===== config.mk =====
export PLATFORM = sky130hd
export DESIGN_NAME = awe_addr_map
export DESIGN_NICKNAME = d
export VERILOG_FILES = /design/src/shared/awe_pkg.sv /design/src/core/awe_addr_map.sv
export SDC_FILE = /design/constraint.sdc
export NUM_CORES = 1
export LEC_CHECK = 0
export BUFFER_PORTS_ARGS = -buffer_cell sky130_fd_sc_hd__buf_4
export CAP_MARGIN = 10
export CORE_ASPECT_RATIO = 0.5
export CORE_MARGIN = 1
export CORE_UTILIZATION = 55
export CTS_CLUSTER_SIZE = 25
export DETAILED_ROUTE_END_ITERATION = 10
export MAX_ROUTING_LAYER = met4
export PLACE_DENSITY = 0.85
export SLEW_MARGIN = 20
export SYNTH_ARGS = -nofsm -noshare
export SYNTH_HDL_FRONTEND = slang
export SYNTH_SLANG_ARGS = --single-unit
export TNS_END_PERCENT = 10

===== constraint.sdc =====
create_clock -name ref_clk_i -period 2.39 [get_ports ref_clk_i]
set_input_delay 0 -clock ref_clk_i [delete_from_list [all_inputs] [get_ports ref_clk_i]]
set_output_delay 0 -clock ref_clk_i [all_outputs]
set_load 0.01 [all_outputs]

===== src/shared/awe_pkg.sv =====
// Summary of operation
// - The 17-bit field of the second PCI window stop register sets the last address of that space.
// - The 17-bit field of the boot window start register sets the first boot address; the rest is reserved.
// - At reset the boot window start loads a low or a high value picked by the boot strap.
// - The low start value means address zero and the high start value means 0xFFF0_0000.
// - At reset the boot window stop field loads a low or high value picked by the same strap.
// - The low stop value covers up to 0x0007_FFFF and the high stop value ends the high window.
// - Either way the boot window after reset spans 512 kilobytes.
// - The boot space decodes only while the boot enable bit is set.
// - The first PCI window decodes only while its enable bit is set.
// - The second PCI window decodes only while its enable bit is set.
// - The SDRAM window decodes only while its enable bit is set.
// - Each chip select window five down to zero decodes only while its own enable bit is set.
// - The other bits of the enable register are reserved and carry no enable.
// - Every other window has start and stop registers holding the same 17-bit field.
package awe_pkg;

   localparam int unsigned NUM_WIN  = 10;
   localparam int unsigned FIELD_W  = 17;
   localparam int unsigned ADDR_LSB = 15;   // field holds address bits 31..15

   // window indices
   localparam int unsigned WIN_SDRAM = 6;
   localparam int unsigned WIN_PCI1  = 7;
   localparam int unsigned WIN_PCI2  = 8;
   localparam int unsigned WIN_BOOT  = 9;

   // register byte offsets; window w start at 0x04 + 8*w, stop 4 bytes later
   localparam logic [7:0] WIN_BASE_OFFS   = 8'h04;
   localparam logic [7:0] PCI2_STOP_OFFS  = 8'h48;
   localparam logic [7:0] BOOT_START_OFFS = 8'h4C;
   localparam logic [7:0] BOOT_STOP_OFFS  = 8'h50;
   localparam logic [7:0] ENABLES_OFFS    = 8'h54;

   // enable bit positions (little-endian numbering)
   localparam int unsigned EN_CS0_BIT   = 16;
   localparam int unsigned EN_CS1_BIT   = 17;
   localparam int unsigned EN_CS2_BIT   = 18;
   localparam int unsigned EN_CS3_BIT   = 19;
   localparam int unsigned EN_CS4_BIT   = 20;
   localparam int unsigned EN_CS5_BIT   = 21;
   localparam int unsigned EN_SDRAM_BIT = 22;
   localparam int unsigned EN_PCI2_BIT  = 23;
   localparam int unsigned EN_PCI1_BIT  = 24;
   localparam int unsigned EN_BOOT_BIT  = 25;
   localparam int unsigned EN_POS [NUM_WIN] = '{EN_CS0_BIT, EN_CS1_BIT, EN_CS2_BIT,
      EN_CS3_BIT, EN_CS4_BIT, EN_CS5_BIT, EN_SDRAM_BIT, EN_PCI1_BIT, EN_PCI2_BIT, EN_BOOT_BIT};

   // reset values
   localparam logic [31:0]        ENABLES_MASK    = 32'h03FF0000;
   localparam logic [31:0]        ENABLES_RESET   = 32'h02000000;
   localparam logic [FIELD_W-1:0] WIN_FIELD_RESET = 17'h1FFFF;
   localparam logic [FIELD_W-1:0] BOOT_START_LOW  = 17'h00000;
   localparam logic [FIELD_W-1:0] BOOT_START_HIGH = 17'h1FFE0;
   localparam logic [FIELD_W-1:0] BOOT_STOP_LOW   = 17'h0000F;
   localparam logic [FIELD_W-1:0] BOOT_STOP_HIGH  = 17'h1FFEF;
   localparam logic [FIELD_W-1:0] BOOT_SPAN_UNITS = 17'h0000F; // 16 units of 32 KB

   localparam logic [1:0] RESP_OKAY   = 2'h0;
   localparam logic [1:0] RESP_SLVERR = 2'h2;

   typedef struct packed {
      logic [FIELD_W-1:0] start;
      logic [FIELD_W-1:0] stop;
   } awe_bounds_s;

endpackage : awe_pkg


===== src/core/awe_addr_map.sv =====
`timescale 1ns/10ps
module awe_addr_map
   import awe_pkg::*;
#(
   parameter int unsigned AXI_ADDR_W = 8
) (
   input  wire logic                  ref_clk_i,
   input  wire logic                  rst_n_i,
   input  wire logic                  boot_high_strap_i,
   input  wire logic [31:0]           dec_addr_i,
   input  wire logic                  dec_valid_i,
   output logic      [NUM_WIN-1:0]    win_sel_o,
   output logic                       win_hit_o,
   input  wire logic [AXI_ADDR_W-1:0] s_axi_awaddr_i,
   input  wire logic                  s_axi_awvalid_i,
   output logic                       s_axi_awready_o,
   input  wire logic [31:0]           s_axi_wdata_i,
   input  wire logic [3:0]            s_axi_wstrb_i,
   input  wire logic                  s_axi_wvalid_i,
   output logic                       s_axi_wready_o,
   output logic      [1:0]            s_axi_bresp_o,
   output logic                       s_axi_bvalid_o,
   input  wire logic                  s_axi_bready_i,
   input  wire logic [AXI_ADDR_W-1:0] s_axi_araddr_i,
   input  wire logic                  s_axi_arvalid_i,
   output logic                       s_axi_arready_o,
   output logic      [31:0]           s_axi_rdata_o,
   output logic      [1:0]            s_axi_rresp_o,
   output logic                       s_axi_rvalid_o,
   input  wire logic                  s_axi_rready_i
);

   // the map needs byte offsets up to 0x57
   if (AXI_ADDR_W < 8 || AXI_ADDR_W > 32) begin : g_bad_width
      $error("awe_addr_map: AXI_ADDR_W must lie in 8..32");
   end

   ////////////////////////////////////////////////////////////////////////////////
   // helpers

   // true when the word address hits a register; upper address bits must be zero
   function automatic logic is_mapped(input logic [AXI_ADDR_W-1:0] a);
      logic [5:0] word;
      word = a[7:2];
      return (a >> 8) == '0 && word >= 6'd1 && word <= ENABLES_OFFS[7:2];
   endfunction : is_mapped

   // byte-lane merge of new data into an old register image
   function automatic logic [31:0] merge(input logic [31:0] old_v,
                                         input logic [31:0] new_v,
                                         input logic [3:0]  strb);
      logic [31:0] res;
      res = old_v;
      for (int b = 0; b < 4; b++) begin
         if (strb[b]) begin
            res[b*8 +: 8] = new_v[b*8 +: 8];
         end
      end
      return res;
   endfunction : merge

   ////////////////////////////////////////////////////////////////////////////////
   // write channel: address and data caught in either order

   logic                  aw_full_reg, aw_full_next;
   logic [AXI_ADDR_W-1:0] awaddr_reg, awaddr_next;
   logic                  w_full_reg, w_full_next;
   logic [31:0]           wdata_reg, wdata_next;
   logic [3:0]            wstrb_reg, wstrb_next;
   logic                  bvalid_reg, bvalid_next;
   logic [1:0]            bresp_reg, bresp_next;
   logic                  wr_fire;
   logic                  wr_hit;

   // no new beat is taken while a response waits, so one write is in flight
   assign s_axi_awready_o = !aw_full_reg && !bvalid_reg;
   assign s_axi_wready_o  = !w_full_reg && !bvalid_reg;
   assign wr_fire         = aw_full_reg && w_full_reg && !bvalid_reg;
   assign wr_hit          = is_mapped(awaddr_reg);
   assign s_axi_bvalid_o  = bvalid_reg;
   assign s_axi_bresp_o   = bresp_reg;

   // next state of the write handshake
   always_comb begin
      aw_full_next = aw_full_reg;
      awaddr_next  = awaddr_reg;
      w_full_next  = w_full_reg;
      wdata_next   = wdata_reg;
      wstrb_next   = wstrb_reg;
      bvalid_next  = bvalid_reg;
      bresp_next   = bresp_reg;
      if (s_axi_awvalid_i && s_axi_awready_o) begin
         aw_full_next = 1'b1;
         awaddr_next  = s_axi_awaddr_i;
      end
      if (s_axi_wvalid_i && s_axi_wready_o) begin
         w_full_next = 1'b1;
         wdata_next  = s_axi_wdata_i;
         wstrb_next  = s_axi_wstrb_i;
      end
      if (bvalid_reg && s_axi_bready_i) begin
         bvalid_next = 1'b0;
      end
      if (wr_fire) begin
         aw_full_next = 1'b0;
         w_full_next  = 1'b0;
         bvalid_next  = 1'b1;
         bresp_next   = wr_hit ? RESP_OKAY : RESP_SLVERR; // unmapped gets an error
      end
      if (!rst_n_i) begin
         aw_full_next = 1'b0;
         awaddr_next  = '0;
         w_full_next  = 1'b0;
         wdata_next   = 32'h00000000;
         wstrb_next   = 4'h0;
         bvalid_next  = 1'b0;
         bresp_next   = RESP_OKAY;
      end
   end

   always_ff @(posedge ref_clk_i) begin
      aw_full_reg <= aw_full_next;
      awaddr_reg  <= awaddr_next;
      w_full_reg  <= w_full_next;
      wdata_reg   <= wdata_next;
      wstrb_reg   <= wstrb_next;
      bvalid_reg  <= bvalid_next;
      bresp_reg   <= bresp_next;
   end

   ////////////////////////////////////////////////////////////////////////////////
   // register file: window bounds and the enable register

   awe_bounds_s bounds_reg [NUM_WIN];
   awe_bounds_s bounds_next [NUM_WIN];
   logic [31:0] enables_reg, enables_next;
   logic [5:0]  wr_word;

   assign wr_word = awaddr_reg[7:2];

   // one start/stop pair per window, all with the same 17-bit field
   for (genvar w = 0; w < NUM_WIN; w++) begin : g_bounds
      localparam logic [5:0] START_WORD = 6'(2 * w + 1);
      always_comb begin
         bounds_next[w] = bounds_reg[w];
         if (!rst_n_i) begin
            if (w == WIN_BOOT) begin
               // strap is sampled by the synchronous reset itself
               bounds_next[w].start = boot_high_strap_i ? BOOT_START_HIGH
                                                        : BOOT_START_LOW;
               bounds_next[w].stop  = boot_high_strap_i ? BOOT_STOP_HIGH
                                                        : BOOT_STOP_LOW;
            end else begin
               bounds_next[w].start = WIN_FIELD_RESET;
               bounds_next[w].stop  = WIN_FIELD_RESET;
            end
         end else if (wr_fire && wr_hit && wr_word == START_WORD) begin
            // the size cast keeps the 17-bit field, the reserved upper bits are dropped
            bounds_next[w].start = FIELD_W'(merge({15'h0000, bounds_reg[w].start}, wdata_reg,
                                                  wstrb_reg));
         end else if (wr_fire && wr_hit && wr_word == START_WORD + 6'd1) begin
            bounds_next[w].stop = FIELD_W'(merge({15'h0000, bounds_reg[w].stop}, wdata_reg,
                                                 wstrb_reg));
         end
      end
      always_ff @(posedge ref_clk_i) begin
         bounds_reg[w] <= bounds_next[w];
      end
   end

   // enable register; reserved bits never store a one
   always_comb begin
      enables_next = enables_reg;
      if (!rst_n_i) begin
         enables_next = ENABLES_RESET;
      end else if (wr_fire && wr_hit && wr_word == ENABLES_OFFS[7:2]) begin
         enables_next = merge(enables_reg, wdata_reg, wstrb_reg) & ENABLES_MASK;
      end
   end

   always_ff @(posedge ref_clk_i) begin
      enables_reg <= enables_next;
   end

   ////////////////////////////////////////////////////////////////////////////////
   // read channel: answer one cycle after the address is taken

   logic        rvalid_reg, rvalid_next;
   logic [31:0] rdata_reg, rdata_next;
   logic [1:0]  rresp_reg, rresp_next;
   logic [31:0] rd_image;
   logic [5:0]  rd_word;
   logic [3:0]  rd_win;

   assign s_axi_arready_o = !rvalid_reg;
   assign s_axi_rvalid_o  = rvalid_reg;
   assign s_axi_rdata_o   = rdata_reg;
   assign s_axi_rresp_o   = rresp_reg;
   assign rd_word         = s_axi_araddr_i[7:2];
   assign rd_win          = 4'((rd_word - 6'd1) >> 1);

   // read image; reserved bits read as zero
   always_comb begin
      rd_image = 32'h00000000;
      if (is_mapped(s_axi_araddr_i)) begin
         if (rd_word == ENABLES_OFFS[7:2]) begin
            rd_image = enables_reg;
         end else if (rd_word[0]) begin
            rd_image = {15'h0000, bounds_reg[rd_win].start};
         end else begin
            rd_image = {15'h0000, bounds_reg[rd_win].stop};
         end
      end
   end

   always_comb begin
      rvalid_next = rvalid_reg;
      rdata_next  = rdata_reg;
      rresp_next  = rresp_reg;
      if (rvalid_reg && s_axi_rready_i) begin
         rvalid_next = 1'b0;
      end
      if (s_axi_arvalid_i && s_axi_arready_o) begin
         rvalid_next = 1'b1;
         rdata_next  = rd_image;
         rresp_next  = is_mapped(s_axi_araddr_i) ? RESP_OKAY : RESP_SLVERR;
      end
      if (!rst_n_i) begin
         rvalid_next = 1'b0;
         rdata_next  = 32'h00000000;
         rresp_next  = RESP_OKAY;
      end
   end

   always_ff @(posedge ref_clk_i) begin
      rvalid_reg <= rvalid_next;
      rdata_reg  <= rdata_next;
      rresp_reg  <= rresp_next;
   end

   ////////////////////////////////////////////////////////////////////////////////
   // address decode: one registered select per window

   logic [NUM_WIN-1:0] sel_reg, sel_next;
   logic [FIELD_W-1:0] dec_upper;

   assign dec_upper = dec_addr_i[31:ADDR_LSB];

   // a window with stop below start simply never matches
   for (genvar w = 0; w < NUM_WIN; w++) begin : g_decode
      always_comb begin
         sel_next[w] = rst_n_i && dec_valid_i && enables_reg[EN_POS[w]]
                       && dec_upper >= bounds_reg[w].start
                       && dec_upper <= bounds_reg[w].stop;
      end
   end

   always_ff @(posedge ref_clk_i) begin
      sel_reg <= sel_next;
   end

   // overlapping windows may raise several selects; priority is the consumer's
   assign win_sel_o = sel_reg;
   assign win_hit_o = |sel_reg;

   logic past_rst_n_reg;
   always_ff @(posedge ref_clk_i) begin
      past_rst_n_reg <= rst_n_i;
   end
endmodule : awe_addr_map


Yosys cells after proc, flatten, opt, wreduce, memory -nomap -nowiden
Memories as Yosys holds them, arrays and structs flattened.
Cells that the tools add are included.

storage, ports and cells
  logic and storage cells = 247
  latch bits = 0
  memories = 1
  memory bits (writable) = 340
  bits in read-only memories = 0
  input bits = 93
  register bits = 98

memory list
  memory      depth  width  read ports  clocked after memory_dff  write ports  line                 text
  bounds_reg  10     34     11          0                         10           awe_addr_map.sv:134  awe_bounds_s bounds_reg [NUM_WIN];

operators by class
  reductions and logical operators = 74
  div/mod/pow operators = 0
  equal/unequal tests = 22
  $mul = 0
  shift-type cells = 0
  add/subtract/negate cells = 1
  mux-type cells = 111
  $lt $le $gt $ge = 24
  bitwise logic cells = 1

operators with widths
  operator                                                                              count
  17-bit two-way mux                                                                    33
  34-bit two-way mux                                                                    10
  8-bit two-way mux                                                                     40
  17-bit greater-or-equal comparator                                                    10
  17-bit less-or-equal comparator                                                       10
  1-bit logical AND                                                                     64
  26-bit two-way mux                                                                    2
  6-bit by 4-bit equality test with 1-bit output (second input constant)                8
  6-bit by 5-bit equality test with 1-bit output (second input constant)                7
  6-bit by 3-bit equality test with 1-bit output (second input constant)                4
  1-bit two-way mux                                                                     24
  6-bit by 2-bit equality test with 1-bit output (second input constant)                2
  6-bit by 1-bit greater-or-equal comparator with 1-bit output (second input constant)  2
  6-bit by 5-bit less-or-equal comparator with 1-bit output (second input constant)     2
  10-bit OR reduction                                                                   1
  6-bit by 1-bit equality test with 1-bit output (second input constant)                1
  5-bit by 1-bit subtractor with 5-bit output (second input constant)                   1
  1-bit zero test                                                                       4
  2-bit two-way mux                                                                     2
  2-bit AND reduction                                                                   2
  2-bit nonzero test                                                                    2
  2-bit OR reduction                                                                    1
  1-bit NOT                                                                             1

Logic depth before layout (Yosys ltp)
Gate-level depths: netlist (run 1).

  depth in word-level cells = 7
  mapped depth = 11
  gate-level depth less buffers = 8

Worst setup path after synthesis (run 1)
OpenSTA, ideal clock, no wires.

  path kind = in2reg
  start = in s_axi_araddr_i[2]
  end = reg rdata_reg[0] (netlist: s_axi_rdata_o[0])
  buffers on the path = 3
  data required time = 2273 ps
  library setup time = 117 ps
  stages on the path = 8
  path slack = 95 ps
  arrival = 2177 ps
  cell sequence = buf_4 -> clkinv_1 -> ha_1 -> buf_2 -> buf_2 -> mux4_2 -> or2_2 -> a32o_1

on the way
  word-level cells in the longest chain between the ends = 5

RTL lines
  item                                         line                 text
  start, declared                              awe_addr_map.sv:24   input wire logic [AXI_ADDR_W-1:0] s_axi_araddr_i,
  5-bit by 1-bit subtractor with 5-bit output  awe_addr_map.sv:200  assign rd_win = 4'((rd_word - 6'd1) >> 1);
  memory read 10 x 34 bit                      -
  17-bit two-way mux                           awe_addr_map.sv:208  end else if (rd_word[0]) begin
  26-bit two-way mux                           awe_addr_map.sv:206  if (rd_word == ENABLES_OFFS[7:2]) begin
  26-bit two-way mux *                         awe_addr_map.sv:205  if (is_mapped(s_axi_araddr_i)) begin
  end signal, assigned                         awe_addr_map.sv:237  rdata_reg <= rdata_next;
  end, declared                                awe_addr_map.sv:189  logic [31:0] rdata_reg, rdata_next;

Mark *: on every way between the ends. The rest lies on a longest branch, timed or not.
A chain may end at the register's enable or synchronous reset.

Worst setup path after layout (run 1)
  start = reg rvalid_reg (netlist: s_axi_rvalid_o)
  end = reg rdata_reg[11] (netlist: s_axi_rdata_o[11])

on the way
  word-level cells in the longest chain between the ends = 2

RTL lines
  item                    line                 text
  start, declared         awe_addr_map.sv:188  logic rvalid_reg, rvalid_next;
  start signal, assigned  awe_addr_map.sv:236  rvalid_reg <= rvalid_next;
  1-bit zero test         awe_addr_map.sv:195  assign s_axi_arready_o = !rvalid_reg;
  1-bit logical AND       awe_addr_map.sv:223  if (s_axi_arvalid_i && s_axi_arready_o) begin

No other way between the ends.

==> results of run 1 <==
per-layer routing:
metal	up-vias	global-route usage
li1	11573	-
met4	0	0.1559
met2	1639	0.5899
met1	12262	0.5344
met3	290	0.1130
met5	-	-
cell families (layout without fill, tap and decap cells):
logic type / Yosys count / in the layout / share of synthesized area
and+or+nand+nor: 1046 / 1046 / 0.1798
AOI/OAI and AO/OA: 712 / 712 / 0.1883
buffers and inverters: 538 / 735 / 0.08281
DFF: 428 / 428 / 0.3298
adders and majority gates: 342 / 342 / 0.1602
muxes: 89 / 89 / 0.05513
xor gates and xnor gates: 8 / 8 / 0.003889
other: 1 / 11 / 0.0001404
cell usage after synthesis (55+ instances only):
cell      number  area share
inv_1        340       0.048
nand3_1      145       0.027
nand4_1       59       0.014
nor2b_1       55       0.013
o211ai_1     245       0.069
dfxtp_1      404        0.30
clkbuf_1     111       0.016
o21ai_0       86       0.016
nand2_1      535       0.075
nor2_1       136       0.019
ha_1         342        0.16
a21oi_1      107       0.020
buf_2         58       0.011
worst max-delay path: cells and delay by family, from the launching register on:
kind	cells	cell delay, ns
simple gates	2	0.81
compound gates	4	1.19
flops	1	0.34
per-stage QoR:
step	TNS (ns)	worst slack, ns	power (uW)	hold slack (ns)
after global placement	-0.3442	-0.3442	9642	0.2373
after detailed placement	-0.3312	-0.3312	9693	0.2391
after CTS	0	0.01972	16140	0.02130
after global routing	-0.09866	-0.05448	16680	0.07023
after floorplan	0	0.09516	8677	0.1378
final	-0.02829	-0.01293	16300	0.03337
power by group:
part	internal [uW]	total [uW]	switching [uW]
logic	823	2290	1470
registers	7290	7420	131
clock network	3570	6590	3020
cells in the final DEF (no fill, tap or decap), types with 41 or more instances in the layout:
| master | instances |
|---|---|
| a211oi_1 | 51 |
| a21o_1 | 47 |
| a21oi_1 | 107 |
| buf_4 | 262 |
| clkbuf_16 | 41 |
| dfxtp_1 | 403 |
| dlygate4sd3_1 | 43 |
| ha_1 | 341 |
| inv_1 | 340 |
| mux2i_1 | 41 |
| mux4_2 | 45 |
| nand2_1 | 535 |
| nand3_1 | 145 |
| nand4_1 | 59 |
| nor2_1 | 135 |
| nor2b_1 | 55 |
| o211ai_1 | 245 |
| o21ai_0 | 85 |
repair_timing:
action,in CTS,in global routing
resized for setup,4,10
hold buffers,43,0
hold endpoints to repair,60,0
pin swaps,1,0
endpoints found under the setup margin,2,47
how the worst max path moves through the flow:
stage	from	to	slack (ns)	cells past startpoint
floorplan	s_axi_araddr_i[2]	s_axi_rdata_o[0]	0.1	8
global placement	bounds_reg[3][2]	win_sel_o[3]	-0.34	8
detailed placement	bounds_reg[3][2]	win_sel_o[3]	-0.33	8
CTS	s_axi_rvalid_o	s_axi_rdata_o[4]	0.02	6
global route	bounds_reg[5][2]	win_sel_o[5]	-0.05	8
finish	s_axi_rvalid_o	s_axi_rdata_o[11]	-0.01	6
area by class of cell:
cell class	count	area share
inverters	341	0.04167
diodes	3	0.0002444
flip-flops and latches	428	0.2868
repair buffers	322	0.08896
clock buffers	63	0.03902
clock inverters	9	0.002770
multi-input cells	2205	0.5145
well taps	638	0.02599
==> results.sh, run 1 <==
export IMPL_die_area_um2=49510
export IMPL_insertion_delay_ns=0.56
export IMPL_holdPathStages=5
export IMPL_antenna_found_initial=3
export IMPL_ant_nets=0
export IMPL_drc=0
export IMPL_crit_path_end_kind="flip-flop"
export IMPL_fp_dieH_um=157.8
export IMPL_critPathArrivalTime_ns=2.90
export IMPL_power_leakage_uw=0.01522
export IMPL_violations="negative setup slack"
export IMPL_synth_seq_cells=428
export IMPL_wirelength_um=99300
export IMPL_critical_path_cell_chain="nand2b_1, a211oi_1, o21ai_1, or2_2, a311oi_1, a32o_1"
export IMPL_ir_drop_uv=423.5
export IMPL_ys_async_sr_fraction=0
export IMPL_r2r_end="s_axi_rdata_o[11]"
export IMPL_hold_viol_final=0
export IMPL_maxCapViolations=0
export IMPL_synth_area_um2=26710
export IMPL_grt_overflow=0
export IMPL_min_period_ns=2.403
export IMPL_nets=3774
export IMPL_met1_length_um=39580
export IMPL_fin_ws_ns=-0.01293
export IMPL_fmax_mhz=416.2
export IMPL_synth_cell_type_count=80
export IMPL_worstHoldStart="s_axi_wvalid_i"
export IMPL_syn_inst=3164
export IMPL_dr_pass1_iters=6
export IMPL_fin_worst_skew_ns=0.02171
export IMPL_die_x_um=313.7
export IMPL_cts_tree="done"
export IMPL_start_kind="flip-flop"
export IMPL_clkSinkCount=428
export IMPL_core_area_um2=47370
export IMPL_wl_met2_um=41100
export IMPL_wire_per_inst_um=24.77
export IMPL_max_stage_delay_ns=0.53
export IMPL_cts_root_buffer="clkbuf_16"
export IMPL_final_area_um2=30720
export IMPL_grt_max_degree=129
export IMPL_grtUsageTotal=0.4060
export IMPL_hold_path_class="input pin to flip-flop"
export IMPL_ys_seq_area_frac=0.3298
export IMPL_area_growth_pct=14.99
export IMPL_grt_pass1_wl_um=146300
export IMPL_synth_warnings=0
export IMPL_synth_edf_count=24
export IMPL_tightestPinTransition_ns=0.9448
export IMPL_top_layer="met4"
export IMPL_synth_flop_cell="dfxtp_1"
export IMPL_rsz0062_at_grt="yes"
export IMPL_cts_htree_levels=2
export IMPL_largest_reg_flops=340
export IMPL_ff_latch_area_um2=8810
export IMPL_crit_type="flip-flop to flip-flop"
export IMPL_fin_util=0.6485
export IMPL_vias=25764
export IMPL_initial_core_util=0.5640
export IMPL_fillers=3901
export IMPL_hpwlAfterDp_um=74300
export IMPL_reg2reg_depth=6
export IMPL_stdcell_count=4009
export IMPL_dr_wl_met3_um=14120
export IMPL_synth_area_per_cell_um2=8.442
export IMPL_drive_gt1_frac=0.1292
export IMPL_placed_cell_area_um2=28930
export IMPL_vias_per_cell=6.427
export IMPL_cts_buffers=41
export IMPL_holdPathEnd="wdata_reg[13]"
export IMPL_clockBufferDepth=3
export IMPL_required_ns=2.88
export IMPL_power_density_nw_per_um2=530.8
export IMPL_cpMaxStageDelayCell="a311oi_1"
export IMPL_setup_viol=3
export IMPL_post_cts_buffers=0
export IMPL_place_congestion=1.063
export IMPL_rows=56
export IMPL_top_level_ports=145
export IMPL_drtIter0Drc=3396
export IMPL_r2r_start="s_axi_rvalid_o"
export IMPL_maxSlewViolCount=0
export IMPL_relSlewSlack=0.3701
export IMPL_path_max_fanout=11
export IMPL_portBuffers=111
export IMPL_path_clk_slew_ns=0.07
export IMPL_multi_input_area_um2=15800
export IMPL_reg2reg_slack_ns=-0.01
export IMPL_first_global_vias=23888
export IMPL_placed_cells=3891
export IMPL_status="finished with violations"
export IMPL_post_route_period_util=1.005
Note: power is estimated with default switching activity, not from simulation.
==> run 2: changes to the inputs <==
--- a/config.mk
+++ b/config.mk
@@ -14,8 +14,9 @@
 export DETAILED_ROUTE_END_ITERATION = 10
 export MAX_ROUTING_LAYER = met4
 export PLACE_DENSITY = 0.85
+export SKIP_CTS_REPAIR_TIMING = 1
 export SLEW_MARGIN = 20
 export SYNTH_ARGS = -nofsm -noshare
 export SYNTH_HDL_FRONTEND = slang
 export SYNTH_SLANG_ARGS = --single-unit
-export TNS_END_PERCENT = 10
+export TNS_END_PERCENT = 30
==> run 2 against run 1 <==
Compared with the run above:
- the flow still finishes with violations (negative setup slack)
- setup slack worse by 0.011 ns
- maximum frequency is 0.45% lower
- routed wire length is 0.21% lower
==> results.sh, run 2 (synthesis gave the netlist of run 1 again) <==
export IMPL_crit_path_end_kind="flip-flop"
export IMPL_ff_latch_area_um2=8810
export IMPL_core_area_um2=47370
export IMPL_rows=56
export IMPL_top_level_ports=145
export IMPL_status="finished with violations"
export IMPL_setup_viol=2
export IMPL_power_leakage_uw=0.01522
export IMPL_path_clk_slew_ns=0.07
export IMPL_drtIter0Drc=3285
export IMPL_power_density_nw_per_um2=530.2
export IMPL_wire_per_inst_um=24.70
export IMPL_critPathArrivalTime_ns=2.91
export IMPL_path_buf_inv=0
export IMPL_fin_ws_ns=-0.02387
export IMPL_die_x_um=313.7
export IMPL_clockPowerShare=0.404
export IMPL_fp_dieH_um=157.8
export IMPL_fillers=3886
export IMPL_fmax_mhz=414.3
export IMPL_tightestPinTransition_ns=0.9282
export IMPL_placed_cell_area_um2=28930
export IMPL_area_growth_pct=15.03
export IMPL_p_seq_frac=0.456
export IMPL_grt_pass1_wl_um=144400
export IMPL_die_area_um2=49510
export IMPL_antenna_found_initial=5
export IMPL_fin_util=0.6487
export IMPL_insertion_delay_ns=0.56
export IMPL_cts_tree="done"
export IMPL_critical_path_cell_chain="nand2b_1, a211oi_1, o21ai_1, or2_2, a311oi_1, a32o_1"
export IMPL_maxSlewViolCount=0
export IMPL_hold_viol_final=0
export IMPL_cpMaxStageDelayCell="a311oi_1"
export IMPL_sw_frac_of_total=0.2827
export IMPL_place_congestion=1.063
export IMPL_intPower_uw=11690
export IMPL_vias=25738
export IMPL_portBuffers=111
export IMPL_final_cell_mix="nand2_1 (535), dfxtp_1 (403), ha_1 (341), inv_1 (340), buf_4 (262)"
export IMPL_largest_reg_flops=340
export IMPL_clkSinkCount=428
export IMPL_min_period_ns=2.414
export IMPL_rsz0062_at_grt="yes"
export IMPL_path_max_fanout=11
export IMPL_crit_type="flip-flop to flip-flop"
export IMPL_power_frac_comb=0.140
export IMPL_drive_gt1_frac=0.1295
export IMPL_drc=0
export IMPL_grt_overflow=0
export IMPL_dr_pass1_iters=6
export IMPL_maxCapViolations=0
export IMPL_grt_max_degree=129
export IMPL_max_stage_delay_ns=0.55
export IMPL_relSlewSlack=0.3804
export IMPL_ir_drop_uv=425.6
export IMPL_final_area_um2=30730
export IMPL_required_ns=2.88
export IMPL_cts_root_buffer="clkbuf_16"
export IMPL_cts_buffers=41
export IMPL_cts_htree_levels=2
export IMPL_layout_commonest_cell="nand2_1"
export IMPL_ant_nets=0
export IMPL_grtUsageTotal=0.4010
export IMPL_post_route_period_util=1.010
export IMPL_cp_top_family="compound AO/OA/AOI/OAI gates"
export IMPL_switchingPower_uw=4605
export IMPL_wirelength_um=99090
export IMPL_hpwlAfterDp_um=74300
export IMPL_first_global_vias=23482
export IMPL_vias_per_cell=6.417
export IMPL_hold_path_class="input pin to flip-flop"
export IMPL_violations="negative setup slack"
export IMPL_start_kind="flip-flop"
export IMPL_multi_input_area_um2=15810
export IMPL_initial_core_util=0.5640
export IMPL_fin_worst_skew_ns=0.02262
export IMPL_nets=3774
export IMPL_clockBufferDepth=3
[run 2: area by class of cell]
type / instances / area share
clock inverters: 9 / 0.002769
diodes: 5 / 0.0004072
multi-input cells: 2205 / 0.5145
clock buffers: 63 / 0.03901
well taps: 638 / 0.02598
inverters: 341 / 0.04166
repair buffers: 322 / 0.08894
flip-flops and latches: 428 / 0.2867
[run 2: power groups by stage]
stage                     Clock (uW)  Combinational [uW]  Sequential, uW
after floorplan                    0                1170            7510
after global placement             0                2070            7570
after detailed placement           0                2110            7580
after CTS                       6550                2120            7420
after global routing            6870                2390            7420
final                           6580                2290            7420
[run 2: per-stage QoR]
step	std cells	power (uW)	hold slack, ns	setup TNS, ns	setup WS (ns)
floorplan	3171	8677	0.1378	0	0.09516
global placement	3891	9642	0.2373	-0.3442	-0.3442
detailed placement	3891	9693	0.2391	-0.3312	-0.3312
CTS	3963	16080	-0.3264	-0.3656	-0.3599
global route	4011	16680	0.06975	-0.07955	-0.03607
finish	4011	16290	0.03530	-0.03001	-0.02387
[run 2: worst min-delay path, stage by stage]
cell	delay (ns)
buf_4	0.09
nand2_1	0.05
buf_4	0.23
nand2_1	0.10
a21boi_0	0.06
[run 2: final timing paths]
| kind | cells past startpoint | from | slack (ns) | endpoint |
|---|---|---|---|---|
| worst min register to register | 2 | wdata_reg[20] | 0.47 | wdata_reg[20] |
| worst max-delay path | 6 | s_axi_rvalid_o | -0.02 | s_axi_rdata_o[11] |
| worst max register to register | 6 | s_axi_rvalid_o | -0.02 | s_axi_rdata_o[11] |
| worst min-delay path | 5 | s_axi_wvalid_i | 0.04 | wdata_reg[13] |
[run 2: metal layers]
| metal | vias to the layer above | global-route usage | share of wire |
|---|---|---|---|
| li1 | 11590 | - | - |
| met1 | 12277 | 0.5305 | 0.40 |
| met2 | 1586 | 0.5752 | 0.41 |
| met3 | 285 | 0.1162 | 0.14 |
| met4 | 0 | 0.1547 | 0.045 |
| met5 | - | - | 0 |
